File: config.mk
export PLATFORM = sky130hd
export DESIGN_NAME = printer_port_floppy_pin_mux
export DESIGN_NICKNAME = d
export VERILOG_FILES = /design/src/design/pin_mux_pkg.sv /design/src/design/pin_mux_cfg_regs.sv /design/src/design/printer_port_floppy_pin_mux.sv
export VERILOG_INCLUDE_DIRS = /design/src /design/src/design
export SDC_FILE = /design/constraint.sdc
export NUM_CORES = 1
export LEC_CHECK = 0
export ABC_AREA = 1
export BUFFER_PORTS_ARGS = -buffer_cell sky130_fd_sc_hd__buf_2
export CAP_MARGIN = 20
export CORE_MARGIN = 4
export CORE_UTILIZATION = 31
export CTS_CLUSTER_SIZE = 10
export DETAILED_ROUTE_END_ITERATION = 8
export PLACE_DENSITY = 0.66
export SYNTH_ARGS = -nofsm -noshare
export SYNTH_HDL_FRONTEND = slang
export SYNTH_SLANG_ARGS = --single-unit
File: constraint.sdc
create_clock -name I_CORE_CLK -period 1.4 [get_ports I_CORE_CLK]
set_input_delay 0.21 -clock I_CORE_CLK [delete_from_list [all_inputs] [get_ports I_CORE_CLK]]
set_output_delay 0.21 -clock I_CORE_CLK [all_outputs]
set_load 0.01 [all_outputs]
File: src/design/pin_mux_consts.svh
// Purpose: offsets, field positions, reset values and pin indices
// Assumes: byte addresses on a 32-bit classic wishbone bus
// Notes: config registers are eight bits wide in the low lane, status sixteen
`ifndef PIN_MUX_CONSTS_SVH
`define PIN_MUX_CONSTS_SVH

// register byte offsets
`define PM_OFS_MODE_SEL 8'h00
`define PM_OFS_EXT_CFG 8'h04
`define PM_OFS_FDC_CFG 8'h08
`define PM_OFS_CLK_CFG 8'h0c
`define PM_OFS_STATUS 8'h10

// fields and codes
`define PM_BIT_ALT_EN 0
`define PM_EXT_ONE 2'h1
`define PM_EXT_TWO 2'h2
`define PM_BIT_PULL_DIS 7
`define PM_BIT_CLK48 0
`define PM_RST_REG 8'h00

// native open-drain floppy pins
`define PM_OD_DENSITY 0
`define PM_OD_MOTOR0 1
`define PM_OD_DRIVE_B 2
`define PM_OD_DRIVE_A 3
`define PM_OD_MOTOR1 4
`define PM_OD_DIR 5
`define PM_OD_STEP 6
`define PM_OD_WSTREAM 7
`define PM_OD_WGATE 8
`define PM_OD_SIDE 9

// printer status pins: online, paper, busy, ack_n, err_n
`define PM_ST_ONLINE 0
`define PM_ST_PAPER 1
`define PM_ST_BUSY 2
`define PM_ST_ACK 3
`define PM_ST_ERR 4
`define PM_PRN_IDLE 5'h1c

// printer control pins: strobe, autolf, select-in, init
`define PM_CT_STROBE 0
`define PM_CT_AUTOLF 1
`define PM_CT_SELIN 2
`define PM_CT_INIT 3

// sense order: index, outer track, wprot, rdata, media change
`define PM_SN_INDEX 0
`define PM_SN_TRACK0 1

`endif

File: src/design/pin_mux_pkg.sv
// Purpose: types shared by the pin multiplexer files
// Assumes: nothing
// Notes: mode codes follow a gray path
package pin_mux_pkg;
    typedef enum logic [1:0] {
        M_PRINTER = 2'h0,
        M_EXT_ONE = 2'h1,
        M_EXT_TWO = 2'h3
    } mode_t;
    typedef logic [7:0] cfg_t;
endpackage

File: src/design/pin_mux_cfg_regs.sv
// Purpose: classic wishbone slave holding the configuration registers
// Assumes: single classic cycles, one answer per request
// Notes: ack one cycle after request; unmapped reads zero
`include "pin_mux_consts.svh"

module pin_mux_cfg_regs
    import pin_mux_pkg::*;
(
    // clock and reset
    input wire logic i_clk,
    input wire logic i_rstn,
    // wishbone
    input wire logic i_cyc,
    input wire logic i_stb,
    input wire logic i_we,
    input wire logic [7:0] i_adr,
    input wire logic [3:0] i_sel,
    input wire logic [31:0] i_dat,
    output logic [31:0] o_dat,
    output logic o_ack,
    // register contents and readback
    input wire logic [15:0] i_status,
    output pin_mux_pkg::cfg_t o_mode_sel,
    output pin_mux_pkg::cfg_t o_ext_cfg,
    output pin_mux_pkg::cfg_t o_fdc_cfg,
    output pin_mux_pkg::cfg_t o_clk_cfg
);
    logic req;
    logic wr;
    logic [31:0] rd_nxt;

    assign req = i_cyc & i_stb & ~o_ack;
    // write lands on the edge at which the master sees ack
    assign wr = i_cyc & i_stb & o_ack & i_we & i_sel[0];

    always_ff @(posedge i_clk or negedge i_rstn) begin
        if (!i_rstn) begin
            o_ack <= 1'b0;
        end else begin
            o_ack <= req;
        end
    end

    always_ff @(posedge i_clk or negedge i_rstn) begin
        if (!i_rstn) begin
            o_mode_sel <= `PM_RST_REG;
            o_ext_cfg <= `PM_RST_REG;
            o_fdc_cfg <= `PM_RST_REG;
            o_clk_cfg <= `PM_RST_REG;
        end else if (wr) begin
            case (i_adr)
                `PM_OFS_MODE_SEL: o_mode_sel <= i_dat[7:0];
                `PM_OFS_EXT_CFG: o_ext_cfg <= i_dat[7:0];
                `PM_OFS_FDC_CFG: o_fdc_cfg <= i_dat[7:0];
                `PM_OFS_CLK_CFG: o_clk_cfg <= i_dat[7:0];
                default: o_clk_cfg <= o_clk_cfg;
            endcase
        end
    end

    always_comb begin
        rd_nxt = 32'h0;
        case (i_adr)
            `PM_OFS_MODE_SEL: rd_nxt[7:0] = o_mode_sel;
            `PM_OFS_EXT_CFG: rd_nxt[7:0] = o_ext_cfg;
            `PM_OFS_FDC_CFG: rd_nxt[7:0] = o_fdc_cfg;
            `PM_OFS_CLK_CFG: rd_nxt[7:0] = o_clk_cfg;
            `PM_OFS_STATUS: rd_nxt[15:0] = i_status;
            default: rd_nxt = 32'h0;
        endcase
    end

    always_ff @(posedge i_clk or negedge i_rstn) begin
        if (!i_rstn) begin
            o_dat <= 32'h0;
        end else if (req) begin
            o_dat <= rd_nxt;
        end
    end
endmodule

File: src/design/printer_port_floppy_pin_mux.sv
// Purpose: printer port pins shared with an external floppy interface
// Assumes: all pin inputs synchronous to I_CORE_CLK
// Notes: pin outputs are registered, one cycle behind their sources
`include "pin_mux_consts.svh"

// Function
// - two registers pick printer or floppy pins
// - head direction high outward, low inward
// - side select high side 0, low side 1
// - motor outputs low run drives, open-drain
// - drive select outputs low enable drives
// - active-low step pulse per track move
// - active-low write data, open-drain write gate
// - index and track zero sensed active low
// - write protect sensed active low
// - media change sensed active low
// - config bit 7 disables floppy input pull-ups
// - core clock 24 or 48 MHz, default 24
// - printer inputs online, paper out, busy high
// - printer inputs ack and error active low
// - active-low strobe and auto line feed
// - drive select-in and initialize outputs
// - gate, data, motor1, drive B, side onto status pins
// - density, step, dir onto control pins
// - external index from data bit 0
// - strobe pin floats in floppy modes
// - one-drive serves B, two-drive A and B
// - track0, wprot, rdata, change from bits 1-4
// - two-drive motor0, drive A on bits 6,7
module printer_port_floppy_pin_mux
    import pin_mux_pkg::*;
(
    // clock and reset
    input wire logic I_CORE_CLK,
    input wire logic I_RSTN,
    // wishbone slave
    input wire logic I_WB_CYC,
    input wire logic I_WB_STB,
    input wire logic I_WB_WE,
    input wire logic [7:0] I_WB_ADR,
    input wire logic [3:0] I_WB_SEL,
    input wire logic [31:0] I_WB_DAT,
    output logic [31:0] O_WB_DAT,
    output logic O_WB_ACK,
    // floppy controller core, native levels
    input wire logic I_FDC_DENSITY_SEL0,
    input wire logic I_FDC_MOTOR0_ON_N,
    input wire logic I_FDC_DRIVE_B_PICK_N,
    input wire logic I_FDC_DRIVE_A_PICK_N,
    input wire logic I_FDC_MOTOR1_ON_N,
    input wire logic I_FDC_HEAD_OUTWARD,
    input wire logic I_FDC_STEP_N,
    input wire logic I_FDC_WRITE_STREAM_N,
    input wire logic I_FDC_WRITE_GATE_N,
    input wire logic I_FDC_SIDE0,
    output logic [4:0] O_FDC_SENSE_N,
    // native floppy pins
    output logic [9:0] O_FDD_OD_O,
    output logic [9:0] O_FDD_OD_OE,
    input wire logic [4:0] I_FDD_SENSE_N,
    output logic O_FDD_PULLUP_EN,
    // printer core
    input wire logic I_PRN_STROBE_N,
    input wire logic I_PRN_AUTOLF_N,
    input wire logic I_PRN_SELECT_IN_N,
    input wire logic I_PRN_INIT_N,
    input wire logic [7:0] I_PRN_DATA_O,
    input wire logic I_PRN_DATA_OE,
    output logic [4:0] O_PRN_STATUS,
    output logic [7:0] O_PRN_DATA_I,
    // shared port pins
    input wire logic [4:0] I_STAT_PIN,
    output logic [4:0] O_STAT_PIN,
    output logic [4:0] O_STAT_PIN_OE,
    output logic [3:0] O_CTL_PIN,
    output logic [3:0] O_CTL_PIN_OE,
    input wire logic [7:0] I_PD_PIN,
    output logic [7:0] O_PD_PIN,
    output logic [7:0] O_PD_PIN_OE,
    // clock and mode status
    output logic O_CLK_48M_SEL,
    output pin_mux_pkg::mode_t O_PORT_MODE
);
    cfg_t mode_sel;
    cfg_t ext_cfg;
    cfg_t fdc_cfg;
    cfg_t clk_cfg;
    mode_t mode_r;
    mode_t mode_nxt;
    logic ext_on;
    logic ext_use;
    logic [9:0] fdd_lvl;
    logic [4:0] stat_oe_nxt;
    logic [3:0] ctl_oe_nxt;
    logic [7:0] pd_o_nxt;
    logic [7:0] pd_oe_nxt;
    logic [4:0] sense_nxt;
    logic [4:0] prn_stat_nxt;
    logic [7:0] prn_data_nxt;
    logic [15:0] status;

    // register file
    pin_mux_cfg_regs u_regs (
        .i_clk(I_CORE_CLK),
        .i_rstn(I_RSTN),
        .i_cyc(I_WB_CYC),
        .i_stb(I_WB_STB),
        .i_we(I_WB_WE),
        .i_adr(I_WB_ADR),
        .i_sel(I_WB_SEL),
        .i_dat(I_WB_DAT),
        .o_dat(O_WB_DAT),
        .o_ack(O_WB_ACK),
        .i_status(status),
        .o_mode_sel(mode_sel),
        .o_ext_cfg(ext_cfg),
        .o_fdc_cfg(fdc_cfg),
        .o_clk_cfg(clk_cfg)
    );

    assign status = {I_PD_PIN, sense_nxt, ext_use, mode_r};

    // mode decode from both registers
    always_comb begin
        mode_nxt = M_PRINTER;
        if (mode_sel[`PM_BIT_ALT_EN]) begin
            case (ext_cfg[1:0])
                `PM_EXT_ONE: mode_nxt = M_EXT_ONE;
                `PM_EXT_TWO: mode_nxt = M_EXT_TWO;
                default: mode_nxt = M_PRINTER;
            endcase
        end
    end

    // mode state, printer out of reset
    always_ff @(posedge I_CORE_CLK or negedge I_RSTN) begin
        if (!I_RSTN) begin
            mode_r <= M_PRINTER;
        end else begin
            mode_r <= mode_nxt;
        end
    end

    assign O_PORT_MODE = mode_r;
    assign ext_on = (mode_r != M_PRINTER);
    assign ext_use = (mode_r == M_EXT_TWO) ||
        ((mode_r == M_EXT_ONE) && !I_FDC_DRIVE_B_PICK_N);

    // native floppy pin levels
    always_comb begin
        fdd_lvl[`PM_OD_DENSITY] = I_FDC_DENSITY_SEL0;
        fdd_lvl[`PM_OD_MOTOR0] = I_FDC_MOTOR0_ON_N;
        fdd_lvl[`PM_OD_DRIVE_B] = I_FDC_DRIVE_B_PICK_N;
        fdd_lvl[`PM_OD_DRIVE_A] = I_FDC_DRIVE_A_PICK_N;
        fdd_lvl[`PM_OD_MOTOR1] = I_FDC_MOTOR1_ON_N;
        fdd_lvl[`PM_OD_DIR] = I_FDC_HEAD_OUTWARD;
        fdd_lvl[`PM_OD_STEP] = I_FDC_STEP_N;
        fdd_lvl[`PM_OD_WSTREAM] = I_FDC_WRITE_STREAM_N;
        fdd_lvl[`PM_OD_WGATE] = I_FDC_WRITE_GATE_N;
        fdd_lvl[`PM_OD_SIDE] = I_FDC_SIDE0;
        // drives served by the port are idle on native pins
        if (ext_on) begin
            fdd_lvl[`PM_OD_DRIVE_B] = 1'b1;
            fdd_lvl[`PM_OD_MOTOR1] = 1'b1;
        end
        if (mode_r == M_EXT_TWO) begin
            fdd_lvl[`PM_OD_DRIVE_A] = 1'b1;
            fdd_lvl[`PM_OD_MOTOR0] = 1'b1;
        end
    end

    // open-drain cells: pull low for a low level
    genvar g;
    generate
        for (g = 0; g < 10; g++) begin : g_od
            always_ff @(posedge I_CORE_CLK or negedge I_RSTN) begin
                if (!I_RSTN) begin
                    O_FDD_OD_OE[g] <= 1'b0;
                end else begin
                    O_FDD_OD_OE[g] <= ~fdd_lvl[g];
                end
            end
        end
    endgenerate

    assign O_FDD_OD_O = 10'h000;

    // shared pin drive
    always_comb begin
        stat_oe_nxt = 5'h00;
        ctl_oe_nxt[`PM_CT_STROBE] = ~I_PRN_STROBE_N;
        ctl_oe_nxt[`PM_CT_AUTOLF] = ~I_PRN_AUTOLF_N;
        ctl_oe_nxt[`PM_CT_SELIN] = ~I_PRN_SELECT_IN_N;
        ctl_oe_nxt[`PM_CT_INIT] = ~I_PRN_INIT_N;
        pd_o_nxt = I_PRN_DATA_O;
        pd_oe_nxt = {8{I_PRN_DATA_OE}};
        case (mode_r)
            M_PRINTER: begin
                stat_oe_nxt = 5'h00;
            end
            M_EXT_ONE, M_EXT_TWO: begin
                // printer core drivers cut off
                stat_oe_nxt[`PM_ST_ONLINE] = ~I_FDC_WRITE_GATE_N;
                stat_oe_nxt[`PM_ST_PAPER] = ~I_FDC_WRITE_STREAM_N;
                stat_oe_nxt[`PM_ST_BUSY] = ~I_FDC_MOTOR1_ON_N;
                stat_oe_nxt[`PM_ST_ACK] = ~I_FDC_DRIVE_B_PICK_N;
                stat_oe_nxt[`PM_ST_ERR] = ~I_FDC_SIDE0;
                ctl_oe_nxt[`PM_CT_STROBE] = 1'b0;
                ctl_oe_nxt[`PM_CT_AUTOLF] = ~I_FDC_DENSITY_SEL0;
                ctl_oe_nxt[`PM_CT_SELIN] = ~I_FDC_STEP_N;
                ctl_oe_nxt[`PM_CT_INIT] = ~I_FDC_HEAD_OUTWARD;
                pd_o_nxt = 8'h00;
                pd_oe_nxt = 8'h00;
                if (mode_r == M_EXT_TWO) begin
                    pd_oe_nxt[6] = ~I_FDC_MOTOR0_ON_N;
                    pd_oe_nxt[7] = ~I_FDC_DRIVE_A_PICK_N;
                end
            end
            default: begin
                stat_oe_nxt = 5'h00;
            end
        endcase
    end

    always_ff @(posedge I_CORE_CLK or negedge I_RSTN) begin
        if (!I_RSTN) begin
            O_STAT_PIN_OE <= 5'h00;
            O_CTL_PIN_OE <= 4'h0;
            O_PD_PIN <= 8'h00;
            O_PD_PIN_OE <= 8'h00;
        end else begin
            O_STAT_PIN_OE <= stat_oe_nxt;
            O_CTL_PIN_OE <= ctl_oe_nxt;
            O_PD_PIN <= pd_o_nxt;
            O_PD_PIN_OE <= pd_oe_nxt;
        end
    end

    assign O_STAT_PIN = 5'h00;
    assign O_CTL_PIN = 4'h0;

    // floppy sense inputs, native or from port data
    always_comb begin
        sense_nxt = I_FDD_SENSE_N;
        if (ext_use) begin
            sense_nxt = I_PD_PIN[4:0];
        end
    end

    // printer core inputs, idle while pins carry floppy signals
    always_comb begin
        prn_stat_nxt = I_STAT_PIN;
        prn_data_nxt = I_PD_PIN;
        if (ext_on) begin
            prn_stat_nxt = `PM_PRN_IDLE;
            prn_data_nxt = 8'h00;
        end
    end

    always_ff @(posedge I_CORE_CLK or negedge I_RSTN) begin
        if (!I_RSTN) begin
            O_FDC_SENSE_N <= 5'h1f;
            O_PRN_STATUS <= `PM_PRN_IDLE;
            O_PRN_DATA_I <= 8'h00;
        end else begin
            O_FDC_SENSE_N <= sense_nxt;
            O_PRN_STATUS <= prn_stat_nxt;
            O_PRN_DATA_I <= prn_data_nxt;
        end
    end

    // pull-ups and clock select
    always_ff @(posedge I_CORE_CLK or negedge I_RSTN) begin
        if (!I_RSTN) begin
            O_FDD_PULLUP_EN <= 1'b1;
            O_CLK_48M_SEL <= 1'b0;
        end else begin
            O_FDD_PULLUP_EN <= ~fdc_cfg[`PM_BIT_PULL_DIS];
            O_CLK_48M_SEL <= clk_cfg[`PM_BIT_CLK48];
        end
    end

    // checks
    chk_reset_mode: assert property (
        @(posedge I_CORE_CLK) disable iff (!I_RSTN)
        !$past(I_RSTN) |-> (mode_r == M_PRINTER) && !O_CLK_48M_SEL)
        else $error("not in printer mode after reset");

    chk_mode_decode: assert property (
        @(posedge I_CORE_CLK) disable iff (!I_RSTN)
        ($past(mode_sel[`PM_BIT_ALT_EN]) && $past(ext_cfg[1:0]) == 2'h2)
        |-> mode_r == M_EXT_TWO)
        else $error("two-drive selection not taken");

    chk_strobe_float: assert property (
        @(posedge I_CORE_CLK) disable iff (!I_RSTN)
        ($past(mode_r) != M_PRINTER) |-> !O_CTL_PIN_OE[`PM_CT_STROBE])
        else $error("strobe pin driven in floppy mode");

    chk_wgate_route: assert property (
        @(posedge I_CORE_CLK) disable iff (!I_RSTN)
        ($past(mode_r) != M_PRINTER) |->
        O_STAT_PIN_OE[`PM_ST_ONLINE] == !$past(I_FDC_WRITE_GATE_N))
        else $error("write gate not on online pin");

    chk_step_route: assert property (
        @(posedge I_CORE_CLK) disable iff (!I_RSTN)
        ($past(mode_r) != M_PRINTER) |->
        O_CTL_PIN_OE[`PM_CT_SELIN] == !$past(I_FDC_STEP_N))
        else $error("step not on select-in pin");

    chk_index_merge: assert property (
        @(posedge I_CORE_CLK) disable iff (!I_RSTN)
        ($past(mode_r) == M_EXT_TWO) |->
        O_FDC_SENSE_N[`PM_SN_INDEX] == $past(I_PD_PIN[0]))
        else $error("external index not taken from data bit 0");

    chk_one_drive_pd: assert property (
        @(posedge I_CORE_CLK) disable iff (!I_RSTN)
        ($past(mode_r) == M_EXT_ONE) |-> O_PD_PIN_OE == 8'h00)
        else $error("data pins driven in one-drive mode");

    chk_native_idle: assert property (
        @(posedge I_CORE_CLK) disable iff (!I_RSTN)
        ($past(mode_r) != M_PRINTER) |->
        !O_FDD_OD_OE[`PM_OD_DRIVE_B] && !O_FDD_OD_OE[`PM_OD_MOTOR1])
        else $error("native drive B active in floppy mode");

    chk_dir_polarity: assert property (
        @(posedge I_CORE_CLK) disable iff (!I_RSTN)
        $past(I_FDC_HEAD_OUTWARD) |-> !O_FDD_OD_OE[`PM_OD_DIR])
        else $error("direction pulled low for outward motion");

    chk_prn_status: assert property (
        @(posedge I_CORE_CLK) disable iff (!I_RSTN)
        ($past(I_RSTN) && $past(mode_r) == M_PRINTER) |->
        O_PRN_STATUS == $past(I_STAT_PIN))
        else $error("printer status not passed through");

    chk_pullup_ctl: assert property (
        @(posedge I_CORE_CLK) disable iff (!I_RSTN)
        $rose(fdc_cfg[`PM_BIT_PULL_DIS]) |=> !O_FDD_PULLUP_EN [*2])
        else $error("pull-ups left on after disable");
endmodule

==> results.ini <==
[synth]
syn_area_per_cell_sq_um = 9.41
yosysTopAreaCell = dfrtp_1
synthCells = 458
synth_cell_types = 27
yosysWarnings = 0
synth.area.top_cells = dfrtp_1 (53%), nand2_1 (8.7%), buf_4 (7.3%)
syn-cell-area_sq_mm = 0.00431
synth_top_area_share_pct = 53.4
ys_ff_latch = 101
seq_area_frac_synth_pct = 58.9

[detailed_routing]
wl_mm = 10.4
drtPass1Iterations = 4
drcViolationCount = 0
num_vias = 3381
vias_per_cell = 4.24
first_iter_violations = 178
final_antenna_net_count = 0
wl_per_cell_um = 13.1

[global_routing]
grt_use_total_pct = 13.2
gr-total-overflow = 0
grt_pass1_wl_mm = 16.9
grt_pass1_vias = 3389
grt_max_degree = 60
antenna_found_initial = 1

[cells_and_area]
fillerInstances = 1350
post_route_cells_drive_above_1_share_pct = 35.3
nNetsFinal = 707
utilization_pct = 41.5
syn_to_final_growth_pct = 29.6
final_cell_mix = buf_2 (135), nand2_1 (100), dfrtp_1 (92)
diodes = 0
ff_latch_area_sq_mm = 0.00254
stdcell_count = 797
final_common_cell = buf_2
multi_input_area_sq_mm = 0.00133

[min_path]
hp-start = I_PRN_STROBE_N
holdPathEnd = O_CTL_PIN_OE[0]$_DFF_PN0_
hold_depth = 2
hold_class = input port to register

[clocking]
clockRootBuffer = clkbuf_16
clock_latency_ns = 0.34
cts_tree = done
htreeDepth = 3
clk_transition_reported_paths_ns = 0.07
numClockSinks = 101
cts-buffers-inserted = 9
clock_path_buffers = 2
cts_setup_buffers = 0

[floorplanning]
fp.coreArea_sq_mm = 0.0135
pin_count = 199
rows = 42
die_area_sq_mm = 0.0159
initial_core_util_pct = 32.0
die_h_um = 126
dieWidth_um = 126

[outcome]
outcome = finished clean

[sta]
hold_violations = 0
fmax_mhz = 781
min_period_over_period_pct = 91.5
min_period_ns = 1.28
finClkSkew_ns = 0.00612
finalSetupTns_ns = 0
slew_viol_final = 0
finalSetupViolCount = 0
rsz0062_at_grt = false

[place]
dp_hpwl_mm = 7.96
post-place-cells = 780
portBuffers = 136
gp_congestion = 0.794

[worst_setup_path]
cp-end-kind = register
r2r_end = u_regs.o_dat[7]$_DFFE_PN0P_
worstSetupStartpointType = register
cp_max_fo = 9
r2r_slack_ns = 0.12
timing.rr.start = O_PORT_MODE[0]$_DFF_PN0_
critical_path_class = register to register
r2r_cells = 9
arrival_ns = 1.52
worstPathRequired_ns = 1.64

[power_and_ir_drop]
p_leak_nw = 3.04
peakVddDrop_mv = 0.669
powerDensity_mw_per_mm2 = 1120

[job]
maxCapViolations = 0

-- metrics by stage --
step,hold WS [ns],setup WS (ns),power (mW),area [sq um]
floorplan,-0.0856,0.137,3.39,4440
global placement,0.0698,0.0641,3.61,5250
detailed placement,0.0735,0.0601,3.62,5250
CTS,0.00635,0.0779,6.31,5580
global route,0.00954,0.00710,6.47,5590
finish,0.0161,0.120,6.25,5590
-- logic make-up after synthesis --
logic type | count (synthesis) | synth area share [%]
flops | 101 | 58.9
other cells | 1 | 0.0870
simple gates | 193 | 19.6
buf+inv | 104 | 13.3
fa+ha+maj | 1 | 0.290
compound gates | 58 | 7.87
-- cells in the mapped netlist --
cell,number
or2_2,3
dfstp_2,9
inv_1,47
buf_6,1
buf_4,42
o31ai_1,8
nand3_1,25
o21ai_1,33
a21oi_2,4
nor2_4,6
ha_1,1
buf_1,1
o21ai_0,3
nand2_1,100
clkbuf_1,2
nor2_2,4
buf_8,1
conb_1,1
buf_2,5
o21ai_4,1
nand3_2,2
dfrtp_1,92
inv_2,5
nand2_2,5
a21oi_1,7
nor2_1,48
o22ai_1,2
-- critical path, stage by stage (launching register included) --
cell	delay, ns
dfrtp_1	0.42
nand2_2	0.14
o21ai_4	0.09
buf_12	0.15
nor2_2	0.10
a21oi_2	0.05
nand2_1	0.06
nand2_1	0.05
nand2_1	0.06
nand2_1	0.04
-- power by group --
group          switching (mW)  internal, mW
registers              0.0240          3.00
logic                   0.334         0.194
clock network            1.11          1.59
total                    1.47          4.78
-- state kept, by name (all words and copies together), names as in the netlist --
register,count
u_regs.o_dat,16
O_FDD_OD_OE,10
O_PD_PIN,8
O_PRN_DATA_I,8
u_regs.o_clk_cfg,8
u_regs.o_ext_cfg,8
u_regs.o_fdc_cfg,8
u_regs.o_mode_sel,8
O_FDC_SENSE_N,5
O_PRN_STATUS,5
O_STAT_PIN_OE,5
O_CTL_PIN_OE,4
O_PD_PIN_OE,3
O_PORT_MODE,2
O_CLK_48M_SEL,1
O_FDD_PULLUP_EN,1
u_regs.o_ack,1
-- how the worst max path moves through the flow --
stage	end	start	cells past startpoint
after floorplan	u_regs.o_fdc_cfg[7]$_DFFE_PN0P_	u_regs.o_ack$_DFF_PN0_	6
after global placement	u_regs.o_dat[7]$_DFFE_PN0P_	I_WB_ADR[5]	11
after detailed placement	u_regs.o_dat[6]$_DFFE_PN0P_	I_WB_ADR[5]	11
after CTS	u_regs.o_dat[3]$_DFFE_PN0P_	O_PORT_MODE[0]$_DFF_PN0_	8
after global routing	u_regs.o_dat[5]$_DFFE_PN0P_	O_PORT_MODE[0]$_DFF_PN0_	9
final	u_regs.o_dat[7]$_DFFE_PN0P_	O_PORT_MODE[0]$_DFF_PN0_	9
-- repair_timing --
item | CTS | global route
endpoints found under the hold margin | 41 | 0
gates resized for setup | 0 | 1
hold buffers | 1 | 0
endpoints found under the setup margin | 0 | 1
-- per-layer routing --
layer  wire (um)  track usage [%]  share of wire [%]
met1        4520             17.1                 43
met2        4840             21.5                 46
met3         854             2.88                8.2
met4         189             5.24                1.8
met5           7                0              0.067
-- final cells by class --
class,count,area share [%]
tap,176,3.94
timing repair buffer,165,17.5
inverter,52,3.49
sequential,101,45.5
clock inverter,6,1.68
multi-input combinational,287,23.8
clock buffer,10,4.10
Note: power is estimated with default switching activity, not from simulation.
